`src/serial_flash_read_path_defines.vh`:
```
// Purpose: Opcodes, widths, counts and reset values of the read path
// Assumes: Included by the read path and its byte FIFO only
// Notes:   Definitions only; no logic lives here
`ifndef SERIAL_FLASH_READ_PATH_DEFINES_VH
`define SERIAL_FLASH_READ_PATH_DEFINES_VH

// Opcodes
`define OP_EXIT_WIDE_ADDR      8'he9
`define OP_ENTER_WIDE_ADDR     8'hb7
`define OP_READ                8'h03
`define OP_WIDE_ADDR_READ      8'h13
`define OP_FAST_READ           8'h0b
`define OP_WIDE_FAST_READ      8'h0c
`define OP_DOUBLE_EDGE_READ    8'h0d
`define OP_DUAL_OUTPUT_READ    8'h3b
`define OP_WIDE_DUAL_OUT_READ  8'h3c
`define OP_DUAL_IO_READ        8'hbb

// Address lengths in bits
`define ADDR_BITS_NARROW       6'h18
`define ADDR_BITS_WIDE         6'h20
`define NARROW_ADDR_TOP        23

// Array address width, 512Mb of bytes
`define ARRAY_ADDR_BITS        26

// Dummy clock counts
`define DUMMY_NONE             4'h0
`define DUMMY_FAST_SINGLE      4'h8
`define DUMMY_QUAD_P0          4'ha
`define DUMMY_QUAD_P1          4'h4
`define DUMMY_QUAD_P2          4'h6
`define DUMMY_QUAD_P3          4'h8
`define DUMMY_DOUBLE_EDGE      4'h6
`define DUMMY_DUAL_OUTPUT      4'h8
`define DUMMY_DUAL_IO_DC0      4'h4
`define DUMMY_DUAL_IO_DC1      4'h6

// Training pattern shifted out during dummy clocks
`define TRAINING_PATTERN       8'h34

// Reset value, FIFO depth and byte width
`define ADDR_WIDTH_STATE_RESET 1'b0
`define FIFO_DEPTH_LOG2        3
`define BYTE_WIDTH             8

`endif

```
`src/read_byte_fifo.v`:
```
// Purpose: Byte FIFO between the array fetch and the output shifter
// Assumes: Depth is a power of two; clear empties it at once
// Notes:   in_ready_out is registered
`timescale 1ns/1ps
`include "serial_flash_read_path_defines.vh"

module read_byte_fifo
#(
   parameter WIDTH      = `BYTE_WIDTH,
   parameter DEPTH_LOG2 = `FIFO_DEPTH_LOG2
)
(
   // Clock and reset
   input  wire             clk_in,
   input  wire             reset_in,
   input  wire             clear_in,
   // Fill side
   input  wire             in_valid_in,
   output reg              in_ready_out,
   input  wire [WIDTH-1:0] in_data_in,
   // Drain side
   output wire             out_valid_out,
   input  wire             out_ready_in,
   output wire [WIDTH-1:0] out_data_out
);

   localparam DEPTH = 1 << DEPTH_LOG2;

   reg  [WIDTH-1:0]      mem_q [0:DEPTH-1];
   reg  [DEPTH_LOG2:0]   wr_ptr_q;
   reg  [DEPTH_LOG2:0]   rd_ptr_q;
   wire [DEPTH_LOG2:0]   count;
   wire                  push;
   wire                  pop;
   wire [DEPTH_LOG2:0]   count_d;

   assign count         = wr_ptr_q - rd_ptr_q;
   assign out_valid_out = (count != {(DEPTH_LOG2+1){1'b0}});
   assign out_data_out  = mem_q[rd_ptr_q[DEPTH_LOG2-1:0]];
   assign push          = in_valid_in & in_ready_out;
   assign pop           = out_ready_in & out_valid_out;
   assign count_d       = count + {{DEPTH_LOG2{1'b0}}, push} - {{DEPTH_LOG2{1'b0}}, pop};

   always @(posedge clk_in)
   begin
      if (push)
      begin
         mem_q[wr_ptr_q[DEPTH_LOG2-1:0]] <= in_data_in;
      end
   end

   always @(posedge clk_in or posedge reset_in)
   begin
      if (reset_in)
      begin
         wr_ptr_q     <= {(DEPTH_LOG2+1){1'b0}};
         rd_ptr_q     <= {(DEPTH_LOG2+1){1'b0}};
         in_ready_out <= 1'b0;
      end
      else if (clear_in)
      begin
         wr_ptr_q     <= {(DEPTH_LOG2+1){1'b0}};
         rd_ptr_q     <= {(DEPTH_LOG2+1){1'b0}};
         in_ready_out <= 1'b1;
      end
      else
      begin
         wr_ptr_q     <= wr_ptr_q + {{DEPTH_LOG2{1'b0}}, push};
         rd_ptr_q     <= rd_ptr_q + {{DEPTH_LOG2{1'b0}}, pop};
         // Full is known one cycle ahead so ready never lies
         in_ready_out <= ~count_d[DEPTH_LOG2];
      end
   end

endmodule

```
`src/serial_flash_read_path.v`:
```
// Purpose: Read command path and address width handling of a serial flash
// Assumes: Link pins are oversampled by core_clk_in, at least 8x the serial clock
// Notes:   Array bytes come over a request/valid port into a FIFO
//
// Overview of operation
// - Exit opcode returns to 24-bit addressing
// - Width opcodes are eight bits, nothing more
// - Read 03h takes opcode and address rising
// - Data leaves MSB first on falling edges
// - Address advances per byte until deselect
// - Address wraps to zero past the top
// - Reads ignored while busy
// - Wide mode reads collect 32 address bits
// - Opcode 13h always takes 32 bits
// - Fast read: address rising, data falling
// - Quad mode fast read dummy from P[5:4]
// - Double edge read, six dummy clocks
// - 0Ch wide fast read only single-lane
// - Dual output: eight dummies, two lanes out
// - 3Ch accepted only in single-lane mode
// - Dual IO moves address and data two-wide
// - Dual IO dummy count from select bit
// - Any start byte, no alignment
// - Narrow mode prepends extension bits
// - Enter opcode switches to 32-bit addressing
// - Training pattern on all lanes in dummies
`timescale 1ns/1ps
`include "serial_flash_read_path_defines.vh"

module serial_flash_read_path
#(
   parameter FIFO_DEPTH_LOG2 = `FIFO_DEPTH_LOG2
)
(
   // Clock and reset
   input  wire                        core_clk_in,
   input  wire                        reset_in,
   // Link pins
   input  wire                        sclk_in,
   input  wire                        cs_n_in,
   input  wire                        io_lane_0_in,
   output reg                         io_lane_0_out,
   output reg                         io_lane_0_oe_out,
   input  wire                        io_lane_1_in,
   output reg                         io_lane_1_out,
   output reg                         io_lane_1_oe_out,
   // Configuration and status
   input  wire                        busy_in,
   input  wire                        quad_command_mode_in,
   input  wire [1:0]                  read_param_in,
   input  wire                        dummy_count_select_in,
   input  wire [1:0]                  upper_address_extension_in,
   input  wire                        training_pattern_enable_in,
   output reg                         address_width_state_out,
   // Array read port
   output reg                         mem_req_out,
   output reg  [`ARRAY_ADDR_BITS-1:0] mem_addr_out,
   input  wire [`BYTE_WIDTH-1:0]      mem_data_in,
   input  wire                        mem_valid_in,
   output wire                        mem_ready_out
);

   localparam ST_IDLE  = 3'h0;
   localparam ST_OPC   = 3'h1;
   localparam ST_ADDR  = 3'h2;
   localparam ST_DUMMY = 3'h3;
   localparam ST_DATA  = 3'h4;
   localparam ST_WIDTH = 3'h5;
   localparam ST_SKIP  = 3'h6;

   // Decoded read: {valid, force32, dual_io, double_edge, dual_out, dummy[3:0]}
   function [8:0] read_decode;
      input [7:0] op;
      input       quad;
      input [1:0] p;
      input       dc;
      reg   [3:0] fast_dummy;
      begin
         case (p)
            2'h0:    fast_dummy = `DUMMY_QUAD_P0;
            2'h1:    fast_dummy = `DUMMY_QUAD_P1;
            2'h2:    fast_dummy = `DUMMY_QUAD_P2;
            default: fast_dummy = `DUMMY_QUAD_P3;
         endcase
         case (op)
            `OP_READ:             read_decode = {5'h10, `DUMMY_NONE};
            `OP_WIDE_ADDR_READ:   read_decode = {5'h18, `DUMMY_NONE};
            `OP_FAST_READ:        read_decode = {5'h10,
                                     quad ? fast_dummy : `DUMMY_FAST_SINGLE};
            // Quad 0Ch is burst wrap, not served here
            `OP_WIDE_FAST_READ:   read_decode = quad ? 9'h000
                                     : {5'h18, `DUMMY_FAST_SINGLE};
            `OP_DOUBLE_EDGE_READ: read_decode = {5'h12, `DUMMY_DOUBLE_EDGE};
            `OP_DUAL_OUTPUT_READ: read_decode = {5'h11, `DUMMY_DUAL_OUTPUT};
            `OP_WIDE_DUAL_OUT_READ: read_decode = quad ? 9'h000
                                     : {5'h19, `DUMMY_DUAL_OUTPUT};
            `OP_DUAL_IO_READ:     read_decode = {5'h15,
                                     dc ? `DUMMY_DUAL_IO_DC1 : `DUMMY_DUAL_IO_DC0};
            default:              read_decode = 9'h000;
         endcase
      end
   endfunction

   // Pin synchronisers; stage one feeds stage two only
   reg         sclk_s1_q;
   reg         sclk_s2_q;
   reg         sclk_s3_q;
   reg         cs_n_s1_q;
   reg         cs_n_s2_q;
   reg         io0_s1_q;
   reg         io0_s2_q;
   reg         io1_s1_q;
   reg         io1_s2_q;

   reg  [2:0]  state_q;
   reg  [5:0]  cnt_q;
   reg  [7:0]  opc_q;
   reg  [31:0] addr_q;
   reg  [5:0]  addr_bits_q;
   reg         dual_io_q;
   reg         double_edge_q;
   reg         dual_out_q;
   reg  [3:0]  dummy_q;
   reg  [7:0]  sh_q;
   reg  [3:0]  bcnt_q;
   reg         start_q;
   reg  [`ARRAY_ADDR_BITS-1:0] start_addr_q;

   reg         fetch_on_q;
   reg         pend_q;
   reg         drop_q;
   reg  [`ARRAY_ADDR_BITS-1:0] fetch_addr_q;

   wire        rise;
   wire        fall;
   wire        selected;
   wire [7:0]  opc_next;
   wire [8:0]  dec;
   wire [5:0]  addr_step;
   wire [31:0] addr_next;
   wire        addr_take;
   wire        data_edge;
   wire [7:0]  out_byte;
   wire [3:0]  out_step;
   wire        pop;
   wire        fifo_valid;
   wire [7:0]  fifo_data;
   wire        push;
   wire [2:0]  pat_idx;
   wire [`ARRAY_ADDR_BITS-1:0] mapped_addr;

   assign rise      = sclk_s2_q & ~sclk_s3_q;
   assign fall      = ~sclk_s2_q & sclk_s3_q;
   assign selected  = ~cs_n_s2_q;
   assign opc_next  = {opc_q[6:0], io0_s2_q};
   assign dec       = read_decode(opc_next, quad_command_mode_in, read_param_in,
                                  dummy_count_select_in);
   assign addr_step = dual_io_q ? 6'h02 : 6'h01;
   // Double edge: first a rise, then both edges
   assign addr_take = rise | (double_edge_q & fall & (cnt_q != 6'h00));
   assign addr_next = dual_io_q ? {addr_q[29:0], io1_s2_q, io0_s2_q}
                                : {addr_q[30:0], io0_s2_q};
   // Narrow addresses take the extension bits
   assign mapped_addr = (addr_bits_q == `ADDR_BITS_WIDE)
                      ? addr_next[`ARRAY_ADDR_BITS-1:0]
                      : {upper_address_extension_in,
                         addr_next[`NARROW_ADDR_TOP:0]};
   assign data_edge = fall | (double_edge_q & rise);
   assign out_step  = dual_out_q ? 4'h2 : 4'h1;
   assign out_byte  = (bcnt_q == 4'h0) ? fifo_data : sh_q;
   assign pop       = (state_q == ST_DATA) & selected & data_edge & (bcnt_q == 4'h0);
   assign pat_idx   = cnt_q[2:0] - 3'h1;
   assign push      = mem_valid_in & pend_q & ~drop_q & ~start_q;

   always @(posedge core_clk_in or posedge reset_in)
   begin
      if (reset_in)
      begin
         sclk_s1_q <= 1'b0;
         sclk_s2_q <= 1'b0;
         sclk_s3_q <= 1'b0;
         cs_n_s1_q <= 1'b1;
         cs_n_s2_q <= 1'b1;
         io0_s1_q  <= 1'b0;
         io0_s2_q  <= 1'b0;
         io1_s1_q  <= 1'b0;
         io1_s2_q  <= 1'b0;
      end
      else
      begin
         sclk_s1_q <= sclk_in;
         sclk_s2_q <= sclk_s1_q;
         sclk_s3_q <= sclk_s2_q;
         cs_n_s1_q <= cs_n_in;
         cs_n_s2_q <= cs_n_s1_q;
         io0_s1_q  <= io_lane_0_in;
         io0_s2_q  <= io0_s1_q;
         io1_s1_q  <= io_lane_1_in;
         io1_s2_q  <= io1_s1_q;
      end
   end

   // Command sequencer
   always @(posedge core_clk_in or posedge reset_in)
   begin
      if (reset_in)
      begin
         state_q                 <= ST_IDLE;
         cnt_q                   <= 6'h00;
         opc_q                   <= 8'h00;
         addr_q                  <= 32'h0000_0000;
         addr_bits_q             <= `ADDR_BITS_NARROW;
         dual_io_q               <= 1'b0;
         double_edge_q           <= 1'b0;
         dual_out_q              <= 1'b0;
         dummy_q                 <= 4'h0;
         sh_q                    <= 8'h00;
         bcnt_q                  <= 4'h0;
         start_q                 <= 1'b0;
         start_addr_q            <= {`ARRAY_ADDR_BITS{1'b0}};
         address_width_state_out <= `ADDR_WIDTH_STATE_RESET;
         io_lane_0_out           <= 1'b0;
         io_lane_0_oe_out        <= 1'b0;
         io_lane_1_out           <= 1'b0;
         io_lane_1_oe_out        <= 1'b0;
      end
      else
      begin
         start_q <= 1'b0;
         if (!selected)
         begin
            // Deselect ends any read and drops partial commands
            state_q          <= ST_IDLE;
            io_lane_0_oe_out <= 1'b0;
            io_lane_1_oe_out <= 1'b0;
            if (state_q == ST_WIDTH)
            begin
               // Width change only after exactly eight opcode bits
               address_width_state_out <= (opc_q == `OP_ENTER_WIDE_ADDR);
            end
         end
         else
         begin
            case (state_q)
               ST_IDLE:
               begin
                  state_q <= ST_OPC;
                  cnt_q   <= 6'h00;
               end
               ST_OPC:
               begin
                  if (rise)
                  begin
                     opc_q <= opc_next;
                     cnt_q <= cnt_q + 6'h01;
                     if (cnt_q == 6'h07)
                     begin
                        cnt_q         <= 6'h00;
                        addr_q        <= 32'h0000_0000;
                        dual_io_q     <= dec[6];
                        double_edge_q <= dec[5];
                        dual_out_q    <= dec[4];
                        dummy_q       <= dec[3:0];
                        addr_bits_q   <= (dec[7] | address_width_state_out)
                                       ? `ADDR_BITS_WIDE : `ADDR_BITS_NARROW;
                        if ((opc_next == `OP_EXIT_WIDE_ADDR) ||
                            (opc_next == `OP_ENTER_WIDE_ADDR))
                        begin
                           state_q <= ST_WIDTH;
                        end
                        else if (dec[8] && !busy_in)
                        begin
                           state_q <= ST_ADDR;
                        end
                        else
                        begin
                           // Busy or not a read: leave running cycle alone
                           state_q <= ST_SKIP;
                        end
                     end
                  end
               end
               ST_ADDR:
               begin
                  if (addr_take)
                  begin
                     addr_q <= addr_next;
                     cnt_q  <= cnt_q + addr_step;
                     if (cnt_q + addr_step == addr_bits_q)
                     begin
                        // Any byte may start a read
                        start_q      <= 1'b1;
                        start_addr_q <= mapped_addr;
                        cnt_q        <= {2'b00, dummy_q};
                        bcnt_q       <= 4'h0;
                        state_q      <= (dummy_q == 4'h0) ? ST_DATA : ST_DUMMY;
                     end
                  end
               end
               ST_DUMMY:
               begin
                  if (fall)
                  begin
                     // Pattern on every lane, else lanes stay released
                     io_lane_0_out    <= training_pattern_enable_in
                                       & |((`TRAINING_PATTERN >> pat_idx) & 8'h01);
                     io_lane_1_out    <= training_pattern_enable_in
                                       & |((`TRAINING_PATTERN >> pat_idx) & 8'h01);
                     io_lane_0_oe_out <= training_pattern_enable_in;
                     io_lane_1_oe_out <= training_pattern_enable_in;
                  end
                  if (rise)
                  begin
                     cnt_q <= cnt_q - 6'h01;
                     if (cnt_q == 6'h01)
                     begin
                        state_q <= ST_DATA;
                     end
                  end
               end
               ST_DATA:
               begin
                  if (data_edge)
                  begin
                     io_lane_1_out    <= out_byte[7];
                     io_lane_1_oe_out <= 1'b1;
                     io_lane_0_out    <= out_byte[6];
                     io_lane_0_oe_out <= dual_out_q;
                     sh_q             <= dual_out_q ? {out_byte[5:0], 2'b00}
                                                    : {out_byte[6:0], 1'b0};
                     bcnt_q           <= ((bcnt_q == 4'h0) ? 4'h8 : bcnt_q) - out_step;
                  end
               end
               ST_WIDTH:
               begin
                  // Extra clocks void the width command
                  if (rise)
                  begin
                     state_q <= ST_SKIP;
                  end
               end
               ST_SKIP:
               begin
                  state_q <= ST_SKIP;
               end
               default:
               begin
                  state_q <= ST_IDLE;
               end
            endcase
         end
      end
   end

   // Array prefetch; one request in flight keeps the FIFO from overflowing
   always @(posedge core_clk_in or posedge reset_in)
   begin
      if (reset_in)
      begin
         fetch_on_q   <= 1'b0;
         pend_q       <= 1'b0;
         drop_q       <= 1'b0;
         fetch_addr_q <= {`ARRAY_ADDR_BITS{1'b0}};
         mem_req_out  <= 1'b0;
         mem_addr_out <= {`ARRAY_ADDR_BITS{1'b0}};
      end
      else
      begin
         mem_req_out <= 1'b0;
         if (mem_valid_in && pend_q)
         begin
            pend_q <= 1'b0;
            drop_q <= 1'b0;
         end
         if (!selected)
         begin
            fetch_on_q <= 1'b0;
            drop_q     <= pend_q & ~mem_valid_in;
         end
         else if (start_q)
         begin
            // First byte asked at once, else it misses the first falling edge
            fetch_on_q   <= 1'b1;
            mem_req_out  <= 1'b1;
            mem_addr_out <= start_addr_q;
            pend_q       <= 1'b1;
            fetch_addr_q <= start_addr_q + {{(`ARRAY_ADDR_BITS-1){1'b0}}, 1'b1};
         end
         else if (fetch_on_q && !pend_q && !mem_req_out && mem_ready_out)
         begin
            mem_req_out  <= 1'b1;
            mem_addr_out <= fetch_addr_q;
            pend_q       <= 1'b1;
            // Overflow wraps to zero
            fetch_addr_q <= fetch_addr_q + {{(`ARRAY_ADDR_BITS-1){1'b0}}, 1'b1};
         end
      end
   end

   read_byte_fifo
   #(
      .WIDTH      (`BYTE_WIDTH),
      .DEPTH_LOG2 (FIFO_DEPTH_LOG2)
   )
   u_fifo
   (
      .clk_in        (core_clk_in),
      .reset_in      (reset_in),
      .clear_in      (start_q | ~selected),
      .in_valid_in   (push),
      .in_ready_out  (mem_ready_out),
      .in_data_in    (mem_data_in),
      .out_valid_out (fifo_valid),
      .out_ready_in  (pop),
      .out_data_out  (fifo_data)
   );

endmodule

```
`config.mk`:
```
export PLATFORM = sky130hd
export DESIGN_NAME = serial_flash_read_path
export DESIGN_NICKNAME = d
export VERILOG_FILES = /design/src/read_byte_fifo.v /design/src/serial_flash_read_path.v
export VERILOG_INCLUDE_DIRS = /design/src
export SDC_FILE = /design/constraint.sdc
export NUM_CORES = 1
export LEC_CHECK = 0
export ABC_AREA = 1
export BUFFER_PORTS_ARGS = -buffer_cell sky130_fd_sc_hd__buf_2
export CORE_ASPECT_RATIO = 1.25
export CORE_MARGIN = 4
export CORE_UTILIZATION = 40
export CTS_CLUSTER_SIZE = 16
export DETAILED_ROUTE_END_ITERATION = 12
export SLEW_MARGIN = 25
export SYNTH_ARGS = -nofsm -noshare
export SYNTH_HDL_FRONTEND = slang
export SYNTH_SLANG_ARGS = --single-unit
```
`constraint.sdc`:
```
create_clock -name core_clk_in -period 6.1 [get_ports core_clk_in]
set_input_delay 0.915 -clock core_clk_in [delete_from_list [all_inputs] [get_ports core_clk_in]]
set_output_delay 0.915 -clock core_clk_in [all_outputs]
set_load 0.02 [all_outputs]
```
==> results.yml, run 1 <==
worst_hold_path:
  hold_class: "reg -> reg"
power_and_ir_drop:
  power_leakage_nw: 5.80
  p_total_w: 0.00371
  vdd_ir_drop_max_mv: 0.172
  pwr_density_cell_mw_per_mm2: 282
layout:
  syn2layout_area_growth_pct: 11.9
  fillers: 2846
  regArea_mm2: 0.00610
  layout-drive-gt1-share_pct: 12.0
  post-route-util_pct: 45.8
  multi_input_comb_area_mm2: 0.00475
  antenna_cells: 0
  final_nets: 1481
yosys:
  async_flop_share_pct: 72.3
  synthesis.nets: 1439
  seq_area_frac_synth_pct: 52.0
  synth.distinct_cells: 53
  synth.cell_area_mm2: 0.0117
  ys.flop_type: "dfrtp_1"
  yosys_warnings: 0
  synth_edf_count: 64
  syn_inst: 1391
  syn_area_per_cell_um2: 8.44
  synth_seq_cells: 231
worst_setup_path:
  cp_max_fo: 24
  cp.required_ns: 6.49
  rrSetupSlack_ns: 2.57
  critPathMaxStageDelay_ns: 0.80
  path_cells: "inv_1 -> fa_1 -> xnor2_1 -> ha_1 -> a311oi_1 -> ha_1 -> inv_1 -> ha_1 -> nand4_1 -> nand2_1 -> a21oi_1 -> o21ai_0"
  cp-end-kind: "flip-flop"
  crit_type: "reg -> reg"
  start_kind: "flip-flop"
  path_common_cell: "ha_1"
  arrival_ns: 3.92
  crit_slowest_cell: "dfrtp_1"
drt:
  route.detailed.drc: 0
  routedWlPerCell_um: 14.8
  post_drt_via_cell_ratio: 5.06
  firstDrtPassIters: 5
  drt_iter0_drc: 628
  routed_wl_um: 27200
  vias: 9304
  drtAntennaViolNets: 0
clock_tree:
  cts_setup_buffers: 0
  cts_buffers: 25
  cts_resized: 0
  clk_pin_slew_worst_paths_ns: 0.06
  clockRootBuffer: "clkbuf_16"
  cts_buffer_depth: 3
  clock_sinks: 231
  insertion_delay_ns: 0.51
  cts_tree: "done"
  htreeDepth: 1
  cts_hold_buf: 0
die:
  die_area_mm2: 0.0322
  die_x_um: 161
  start_util_pct: 41.0
  core_mm2: 0.0287
  ios: 56
  rows: 69
  die_h_um: 200
timing:
  hold_viol: 0
  tns_ns: 0
  slew_violations: 0
  timing.fmax_mhz: 283
  grt_setup_unrepaired: "no"
  period_needed_ns: 3.53
  worst_slew_pin_slew_ns: 1.04
  clock_skew_ns: 0.0114
  slew_headroom_pct: 30.5
  post-route-period-util_pct: 57.8
  finalSetupViolations: 0
global_route:
  grt_antenna_before_repair: 2
  grt_max_degree: 74
  grt-ovfl-total: 0
  grt_first_pass_wirelength_um: 45000
  grtUsageTotal_pct: 16.9
  grt_pass1_vias: 8790
flow_run:
  cap_violations: 0
placed_design:
  port_buffers: 55
  dp_hpwl_um: 18900
  gp_congestion: 0.915
status:
  outcome: "completed"
## path summary, 6_finish.rpt
| path | start | end | depth (start not counted) |
|---|---|---|---|
| worst max-delay path | u_fifo.rd_ptr_q[1]$_DFF_PP0_ | u_fifo.in_ready_out$_DFF_PP0_ | 12 |
| worst min-delay path | io0_s1_q$_DFF_PP0_ | io0_s2_q$_DFF_PP0_ | 0 |
| worst max register to register | u_fifo.rd_ptr_q[1]$_DFF_PP0_ | u_fifo.in_ready_out$_DFF_PP0_ | 12 |
| worst min register to register | io0_s1_q$_DFF_PP0_ | io0_s2_q$_DFF_PP0_ | 0 |
| max in group asynchronous | reset_in | u_fifo.wr_ptr_q[3]$_DFF_PP0_ | 3 |
| min in group asynchronous | reset_in | address_width_state_out$_DFFE_PP0P_ | 2 |
## worst max-delay path: cells and delay by family, from the launching register on
kind	cells	cell delay (ns)
flip-flops	1	0.80
adder cells (fa/ha/maj)	4	1.23
AND/OR/NAND/NOR	2	0.14
AO/OA/AOI/OAI	3	0.57
buffers and inverters	2	0.47
XOR/XNOR	1	0.18
## cell usage in the layout, fill, tap and decap left out, types with 17 or more instances in the layout
cell type	netlist	routed
o21ai_1	41	41
ha_1	22	22
o21ai_0	158	158
nand2_1	345	345
nor2_1	132	132
dfrtp_1	164	164
nand3_1	87	87
inv_1	150	149
edfxtp_1	64	64
a21oi_1	18	17
buf_2	5	55
clkbuf_16	0	25
## layer usage
| layer | vias to the layer above | global-route usage, % | wire length (µm) |
|---|---|---|---|
| met4 | 4 | 3.79 | 462 |
| met1 | 4419 | 24.1 | 12900 |
| met3 | 35 | 2.19 | 1120 |
| met5 | - | 0 | 20 |
| li1 | 4668 | - | - |
| met2 | 178 | 27.7 | 12600 |
## cells by family (layout without fill, tap and decap cells)
logic type      after synthesis  count (layout)  synth area share (%)
simple gates                633             633                  23.2
flops                       231             231                  52.0
mux                           1               1                0.0852
compound gates              270             270                  12.7
fa+ha+maj                    25              25                  2.86
buf+inv                     212             271                  7.65
xor+xnor                     19              19                  1.48
## through the flow
step / hold slack (ns) / setup slack [ns] / cell area, µm² / instances
floorplan: 0.331 / 0.672 / 11700 / 1391
global placement: 0.337 / 2.67 / 12300 / 1795
detailed placement: 0.339 / 2.59 / 12300 / 1796
CTS: 0.352 / 2.58 / 13100 / 1840
global route: 0.358 / 2.32 / 13100 / 1840
finish: 0.351 / 2.57 / 13100 / 1840
## where the power goes
group / total [W] / internal, W / switching (W) / leakage (nW)
sequential: 0.00173 / 0.00166 / 0.0000709 / 2.82
clock: 0.00149 / 0.000896 / 0.000592 / 0.401
combinational: 0.000489 / 0.000150 / 0.000339 / 2.58
## cells in the mapped netlist (2+ instances only)
| cell type | number | area (µm²) |
|---|---|---|
| nor2_2 | 9 | 56.3 |
| nor3_1 | 12 | 60.1 |
| inv_2 | 10 | 37.5 |
| buf_2 | 5 | 25.0 |
| a31oi_1 | 7 | 43.8 |
| a21oi_1 | 18 | 90.1 |
| or2_2 | 3 | 18.8 |
| clkbuf_1 | 29 | 109 |
| o21ai_0 | 158 | 791 |
| nand4_1 | 14 | 87.6 |
| nand2_1 | 345 | 1290 |
| inv_1 | 150 | 563 |
| o21ai_1 | 41 | 205 |
| xnor2_1 | 6 | 52.6 |
| nand4_2 | 2 | 25.0 |
| nor2_4 | 4 | 45.0 |
| buf_4 | 5 | 37.5 |
| o211ai_1 | 6 | 45.0 |
| dfstp_2 | 3 | 78.8 |
| edfxtp_1 | 64 | 1920 |
| nor2_1 | 132 | 495 |
| fa_1 | 3 | 60.1 |
| nand2_2 | 15 | 93.8 |
| o21ai_2 | 14 | 123 |
| nand3_1 | 87 | 435 |
| o22ai_1 | 13 | 81.3 |
| xor2_1 | 12 | 105 |
| nand3_2 | 2 | 20.0 |
| o221ai_1 | 4 | 35.0 |
| buf_6 | 10 | 113 |
| dfrtp_1 | 164 | 4100 |
| ha_1 | 22 | 275 |
| o31ai_1 | 2 | 15.0 |
## cell type report
class / count / area share, %
Inverter: 162 / 4.70
Timing Repair Buffer: 65 / 2.82
Clock buffer: 36 / 5.46
Clock inverter: 8 / 0.705
Tap cell: 390 / 3.71
Multi-Input combinational cell: 948 / 36.2
Sequential cell: 231 / 46.5
## state kept, by name, indices dropped and copies added, names as in the netlist, 6 cells and up
| signal | cells |
|---|---|
| mem_addr_out | 26 |
| addr_q | 25 |
| sh_q | 7 |
| u_fifo.mem_q | 64 |
| cnt_q | 6 |
| start_addr_q | 26 |
| fetch_addr_q | 26 |
| opc_q | 8 |
No activity file was read; power rests on OpenSTA's default activity.
==> inputs of run 2 (changes only) <==
Settings changed: ABC_AREA 1 to 0.
Clock period 6.1 ns to 3.2 ns, I/O delays scaled along.
==> run 2 against run 1 <==
Against the previous run: die area increased by 2.2%; combinational power increased to 2.7 times the previous value; hold slack got worse by 0.30 ns; critical path type unchanged; critical endpoint unchanged; largest power group unchanged.
==> results.yml, run 2 <==
power_and_ir_drop:
  pwr_density_cell_mw_per_mm2: 566
  p_total_w: 0.00784
  vdd_ir_drop_max_mv: 0.460
  power_leakage_nw: 5.66
clock_tree:
  cts_setup_buffers: 0
  insertion_delay_ns: 0.53
  clockRootBuffer: "clkbuf_16"
  cts_buffer_depth: 3
  cts_buffers: 26
  clk_pin_slew_worst_paths_ns: 0.06
  htreeDepth: 1
  cts_hold_buf: 0
  cts_resized: 0
  clock_sinks: 231
  cts_tree: "done"
die:
  die_area_mm2: 0.0329
  rows: 70
  start_util_pct: 40.8
  ios: 56
  core_mm2: 0.0294
  die_x_um: 163
  die_h_um: 202
drt:
  routed_wl_um: 27700
  routedWlPerCell_um: 17.0
  firstDrtPassIters: 5
  drt_iter0_drc: 577
  route.detailed.drc: 0
  drtAntennaViolNets: 0
  vias: 8889
  post_drt_via_cell_ratio: 5.47
layout:
  post-route-util_pct: 47.1
  regArea_mm2: 0.00611
  antenna_cells: 0
  most-common-layout-cells: "163 x dfrtp_1, 158 x nand2_1, 80 x mux2i_1, 76 x o21ai_0, 64 x edfxtp_1"
  multi_input_comb_area_mm2: 0.00544
  final_cells: 1625
  fillers: 2781
  syn2layout_area_growth_pct: 15.4
  final_common_cell: "dfrtp_1"
  largest_reg_flops: 64
  final_nets: 1257
  layout-drive-gt1-share_pct: 16.1
timing:
  period_needed_ns: 2.88
  timing.fmax_mhz: 347
  post-route-period-util_pct: 90.0
  whs_ns: 0.0464
  tns_ns: 0
  hold_viol: 0
  finalSetupViolations: 0
  worst_slew_pin_slew_ns: 0.920
  grt_setup_unrepaired: "no"
  slew_headroom_pct: 37.1
  slew_violations: 0
  clock_skew_ns: 0.0136
yosys:
  async_flop_share_pct: 72.3
  seq_area_frac_synth_pct: 50.8
  synth_seq_cells: 231
  synth_top_area_share_pct: 34.2
  synth-simple-area-share_pct: 15.5
  ys.flop_type: "dfrtp_1"
  synthMuxAreaShare_pct: 12.1
  yosys_warnings: 0
  synth_xor_area_share_pct: 1.39
  synth.area.top_cells: "dfrtp_1 34%, edfxtp_1 16%, mux2i_1 6.7%"
  synthesis.nets: 1198
  syn_inst: 1150
  synth.cell_area_mm2: 0.0120
  synth_top_area_cell: "dfrtp_1"
  ys_top_cells_by_count: "164 x dfrtp_1, 158 x nand2_1, 80 x mux2i_1"
  synth_compound_area_share_pct: 13.2
  yosys.area_share.adder_pct: 2.79
  synth_top_family_by_area: "simple AND/OR/NAND/NOR gates"
  yosysMostFrequentCell: "dfrtp_1"
  synth.distinct_cells: 79
  synth_edf_count: 64
  syn_area_per_cell_um2: 10.4
worst_setup_path:
  rrSetupSlack_ns: 0.32
  r2r-start: "u_fifo.wr_ptr_q[0]$_DFF_PP0_"
  arrival_ns: 3.29
  cp_max_fo: 5
  cp.required_ns: 3.61
  cp-end-kind: "flip-flop"
  crit_type: "reg -> reg"
  cp-startpoint: "u_fifo.wr_ptr_q[0]$_DFF_PP0_"
  start_kind: "flip-flop"
flow_run:
  cap_violations: 0
global_route:
  grt-ovfl-total: 0
  grt_first_pass_wirelength_um: 45900
  grt_pass1_vias: 8933
  grtUsageTotal_pct: 16.9
  grt_max_degree: 141
  grt_antenna_before_repair: 0
placed_design:
  dp_hpwl_um: 19500
  port_buffers: 55
  gp_congestion: 0.948
  dp_cells: 1576
status:
  outcome: "completed"
worst_hold_path:
  hold_start: "cs_n_in"
  hold_class: "in -> reg"
run 2: per-layer routing:
metal / part of all wire, % / vias to the layer above / track usage [%]
li1: - / 4311 / -
met1: 42 / 4341 / 20.7
met2: 51 / 173 / 30.1
met3: 3.5 / 64 / 2.15
met4: 3.6 / 0 / 6.32
met5: 0 / - / 0
run 2: through the flow:
step	setup slack (ns)	cell area [µm²]
5_1_grt	0.0440	13900
3_5_place_dp	0.310	12900
2_1_floorplan	0.105	12000
4_1_cts	0.317	13800
3_3_place_gp	0.369	12900
6_report	0.321	13900
run 2: path summary, 6_finish.rpt:
path	end	depth (start not counted)
max in group asynchronous	start_q$_DFF_PP0_	3
min in group asynchronous	io0_s2_q$_DFF_PP0_	3
setup / recovery	u_fifo.in_ready_out$_DFF_PP0_	15
setup reg to reg	u_fifo.in_ready_out$_DFF_PP0_	15
hold / removal	cs_n_s1_q$_DFF_PP1_	1
hold reg to reg	io0_s2_q$_DFF_PP0_	0
run 2: cell families (layout without fill, tap and decap cells):
group,count (synthesis),after routing
simple gates,381,381
compound gates,248,248
flops,231,231
buf+inv,124,203
mux,122,122
fa+ha+maj,25,25
xor+xnor,19,19
run 2: worst max-delay path, cell delays in order (launching register included):
cell and delay, ns:
dfrtp_1 0.42, inv_1 0.07, ha_1 0.13, inv_1 0.06, fa_1 0.38, xnor2_1 0.23, ha_1 0.18, nand3_1 0.06
and3_1 0.21, ha_1 0.18, inv_1 0.05, ha_1 0.21, a31o_2 0.19, a21oi_1 0.17, xor2_1 0.16, nand2_1 0.06
run 2: final cells by class:
type / instances / share of cell area (%)
Sequential cell: 231 / 44.0
Multi-Input combinational cell: 795 / 39.3
Clock buffer: 32 / 4.93
Timing Repair Buffer: 99 / 4.87
Tap cell: 396 / 3.57
Clock inverter: 16 / 1.78
Inverter: 56 / 1.54
run 2: where the power goes:
| group | switching, W | internal [W] |
|---|---|---|
| clock | 0.00119 | 0.00200 |
| sequential | 0.000144 | 0.00316 |
| combinational | 0.000821 | 0.000518 |
==> inputs of run 3 (changes only) <==
Settings changed: CELL_PAD_IN_SITES_DETAIL_PLACEMENT set to 2, CELL_PAD_IN_SITES_GLOBAL_PLACEMENT set to 2, CORE_UTILIZATION 40 to 37, PLACE_DENSITY set to 0.85.
==> run 3 against run 2 <==
Against the previous run: combinational power grew 8%; sequential share of layout area is essentially flat; power shrank 0.93%.
==> results.yml, run 3 (synthesized netlist as in run 2, its figures left out) <==
timing:
  slew_violations: 0
  tns_ns: 0
  worst_slew_pin_slew_ns: 0.646
  clock_skew_ns: 0.0286
  finalSetupViolations: 0
  post-route-period-util_pct: 94.7
  hold_viol: 0
  slew_headroom_pct: 55.8
  timing.fmax_mhz: 330
  period_needed_ns: 3.03
layout:
  stdcell_area_mm2: 0.0139
  layout-drive-gt1-share_pct: 16.4
  syn2layout_area_growth_pct: 15.5
  final_cells: 1648
  antenna_cells: 0
  most-common-layout-cells: "162 x dfrtp_1, 158 x nand2_1, 80 x mux2i_1, 76 x o21ai_0, 64 x edfxtp_1"
  final_common_cell: "dfrtp_1"
  largest_reg_flops: 64
  final_nets: 1264
drt:
  route.detailed.drc: 0
  drtAntennaViolNets: 0
  routed_wl_um: 36700
  routedWlPerCell_um: 22.3
  vias: 9375
  post_drt_via_cell_ratio: 5.69
  firstDrtPassIters: 4
  drt_iter0_drc: 452
clock_tree:
  clock_sinks: 231
  insertion_delay_ns: 0.56
  cts_buffers: 26
  clk_pin_slew_worst_paths_ns: 0.07
  htreeDepth: 1
  cts_buffer_depth: 3
  clockRootBuffer: "clkbuf_16"
  cts_tree: "done"
worst_hold_path:
  hold_depth: 1
  hold_class: "in -> reg"
  hold_start: "cs_n_in"
  hold_path_end: "cs_n_s1_q$_DFF_PP1_"
worst_setup_path:
  r2r-start: "u_fifo.wr_ptr_q[0]$_DFF_PP0_"
  path_common_cell: "ha_1"
  rrSetupSlack_ns: 0.17
  start_kind: "flip-flop"
  crit_type: "reg -> reg"
  cp-end-kind: "flip-flop"
  reg2reg_depth: 15
  cp_max_fo: 2
  crit_slowest_cell: "fa_1"
  cp-startpoint: "u_fifo.wr_ptr_q[0]$_DFF_PP0_"
  critPathMaxStageDelay_ns: 0.41
  r2r-end: "u_fifo.in_ready_out$_DFF_PP0_"
  arrival_ns: 3.47
  path_cells: "inv_1 -> ha_1 -> inv_1 -> fa_1 -> xnor2_2 -> ha_1 -> nand3_1 -> and3_1 -> ha_1 -> inv_1 -> ha_1 -> a31o_2 -> a21oi_2 -> xor2_1 -> nand2_1"
  cp.required_ns: 3.64
power_and_ir_drop:
  power_leakage_nw: 5.66
  switching_power_w: 0.00234
  pwr-share-comb_pct: 18.7
  p_int_w: 0.00543
  p_sw_share_pct: 30.1
  clkPwrFrac_pct: 38.7
  pwr-share-seq_pct: 42.6
  pwr_density_cell_mw_per_mm2: 560
  vdd_ir_drop_max_mv: 0.475
die:
  die_h_um: 209
  rows: 73
  ios: 56
  die_area_mm2: 0.0354
  start_util_pct: 37.6
  core_mm2: 0.0320
  die_x_um: 169
placed_design:
  port_buffers: 55
  dp_hpwl_um: 25500
  dpl-instance-area_mm2: 0.0130
  gp_congestion: 0.806
  dp_cells: 1597
global_route:
  grt_max_degree: 84
  grtUsageTotal_pct: 20.7
  grt_antenna_before_repair: 0
  grt_first_pass_wirelength_um: 60000
  grt_pass1_vias: 10700
  grt-ovfl-total: 0
status:
  outcome: "completed"
flow_run:
  cap_violations: 0
## run 3: changes by cell type in the layout (fill, tap and decap cells not counted), moves of 2 or more
cell	delta
clkinvlp_2	-2
clkbuf_1	+3
buf_4	+5
clkinv_1	+3
a21oi_1	-2
a21oi_2	+2
bufinv_16	-3
## run 3: critical path: cells and delay by family (launching register included)
kind / cells / cell delay (ns)
and+or+nand+nor: 3 / 0.37
AOI/OAI and AO/OA: 2 / 0.36
xor gates and xnor gates: 2 / 0.37
adders and majority gates: 5 / 1.17
buffers and inverters: 3 / 0.23
DFF: 1 / 0.40
## run 3: power by group through the flow
stage          registers (W)  clock network [W]  logic [W]
6_report             0.00331            0.00301    0.00145
5_1_grt              0.00333            0.00323    0.00161
4_1_cts              0.00331            0.00308    0.00144
3_5_place_dp         0.00336                  0    0.00142
3_3_place_gp         0.00335                  0    0.00134
2_1_floorplan        0.00332                  0   0.000959
## run 3: worst max path at each step
stage	endpoint	slack, ns
finish	u_fifo.in_ready_out$_DFF_PP0_	0.17
global placement	u_fifo.in_ready_out$_DFF_PP0_	0.31
CTS	u_fifo.in_ready_out$_DFF_PP0_	0.01
detailed placement	u_fifo.in_ready_out$_DFF_PP0_	0.12
floorplan	u_fifo.in_ready_out$_DFF_PP0_	0.10
global route	u_fifo.in_ready_out$_DFF_PP0_	-0.01
## run 3: through the flow
| step | utilization [%] | worst slack, ns | power [W] | hold slack, ns |
|---|---|---|---|---|
| 2_1_floorplan | - | 0.105 | 0.00428 | 0.331 |
| 3_3_place_gp | 40.6 | 0.309 | 0.00468 | 0.337 |
| 3_5_place_dp | 40.6 | 0.119 | 0.00478 | 0.338 |
| 4_1_cts | 43.2 | 0.0137 | 0.00783 | 0.00195 |
| 5_1_grt | 43.4 | -0.0138 | 0.00816 | 0.00607 |
| 6_report | 43.4 | 0.168 | 0.00777 | 0.0225 |
## run 3: final cells by class
| type | instances | area [µm²] |
|---|---|---|
| Multi-Input combinational cell | 795 | 5460 |
| Inverter | 56 | 214 |
| Sequential cell | 231 | 6110 |
| Fill cell | 3333 | 18100 |
| Clock inverter | 14 | 155 |
| Tap cell | 412 | 515 |
| Clock buffer | 34 | 681 |
| Timing Repair Buffer | 106 | 743 |
## run 3: routing by layer
| metal | vias to the layer above | track usage [%] | share of wire (%) |
|---|---|---|---|
| met5 | - | 0 | 0 |
| met4 | 0 | 7.03 | 3.5 |
| met3 | 79 | 2.51 | 2.6 |
| met2 | 137 | 39.1 | 55 |
| met1 | 4847 | 24.0 | 39 |
| li1 | 4312 | - | - |
## run 3: timing repair
| action | CTS | global route |
|---|---|---|
| gates resized for setup | 0 | 5 |
| hold buffers | 1 | 0 |
| endpoints found under the setup margin | 0 | 7 |
| buffers inserted | 0 | 1 |
| hold endpoints to repair | 16 | 0 |
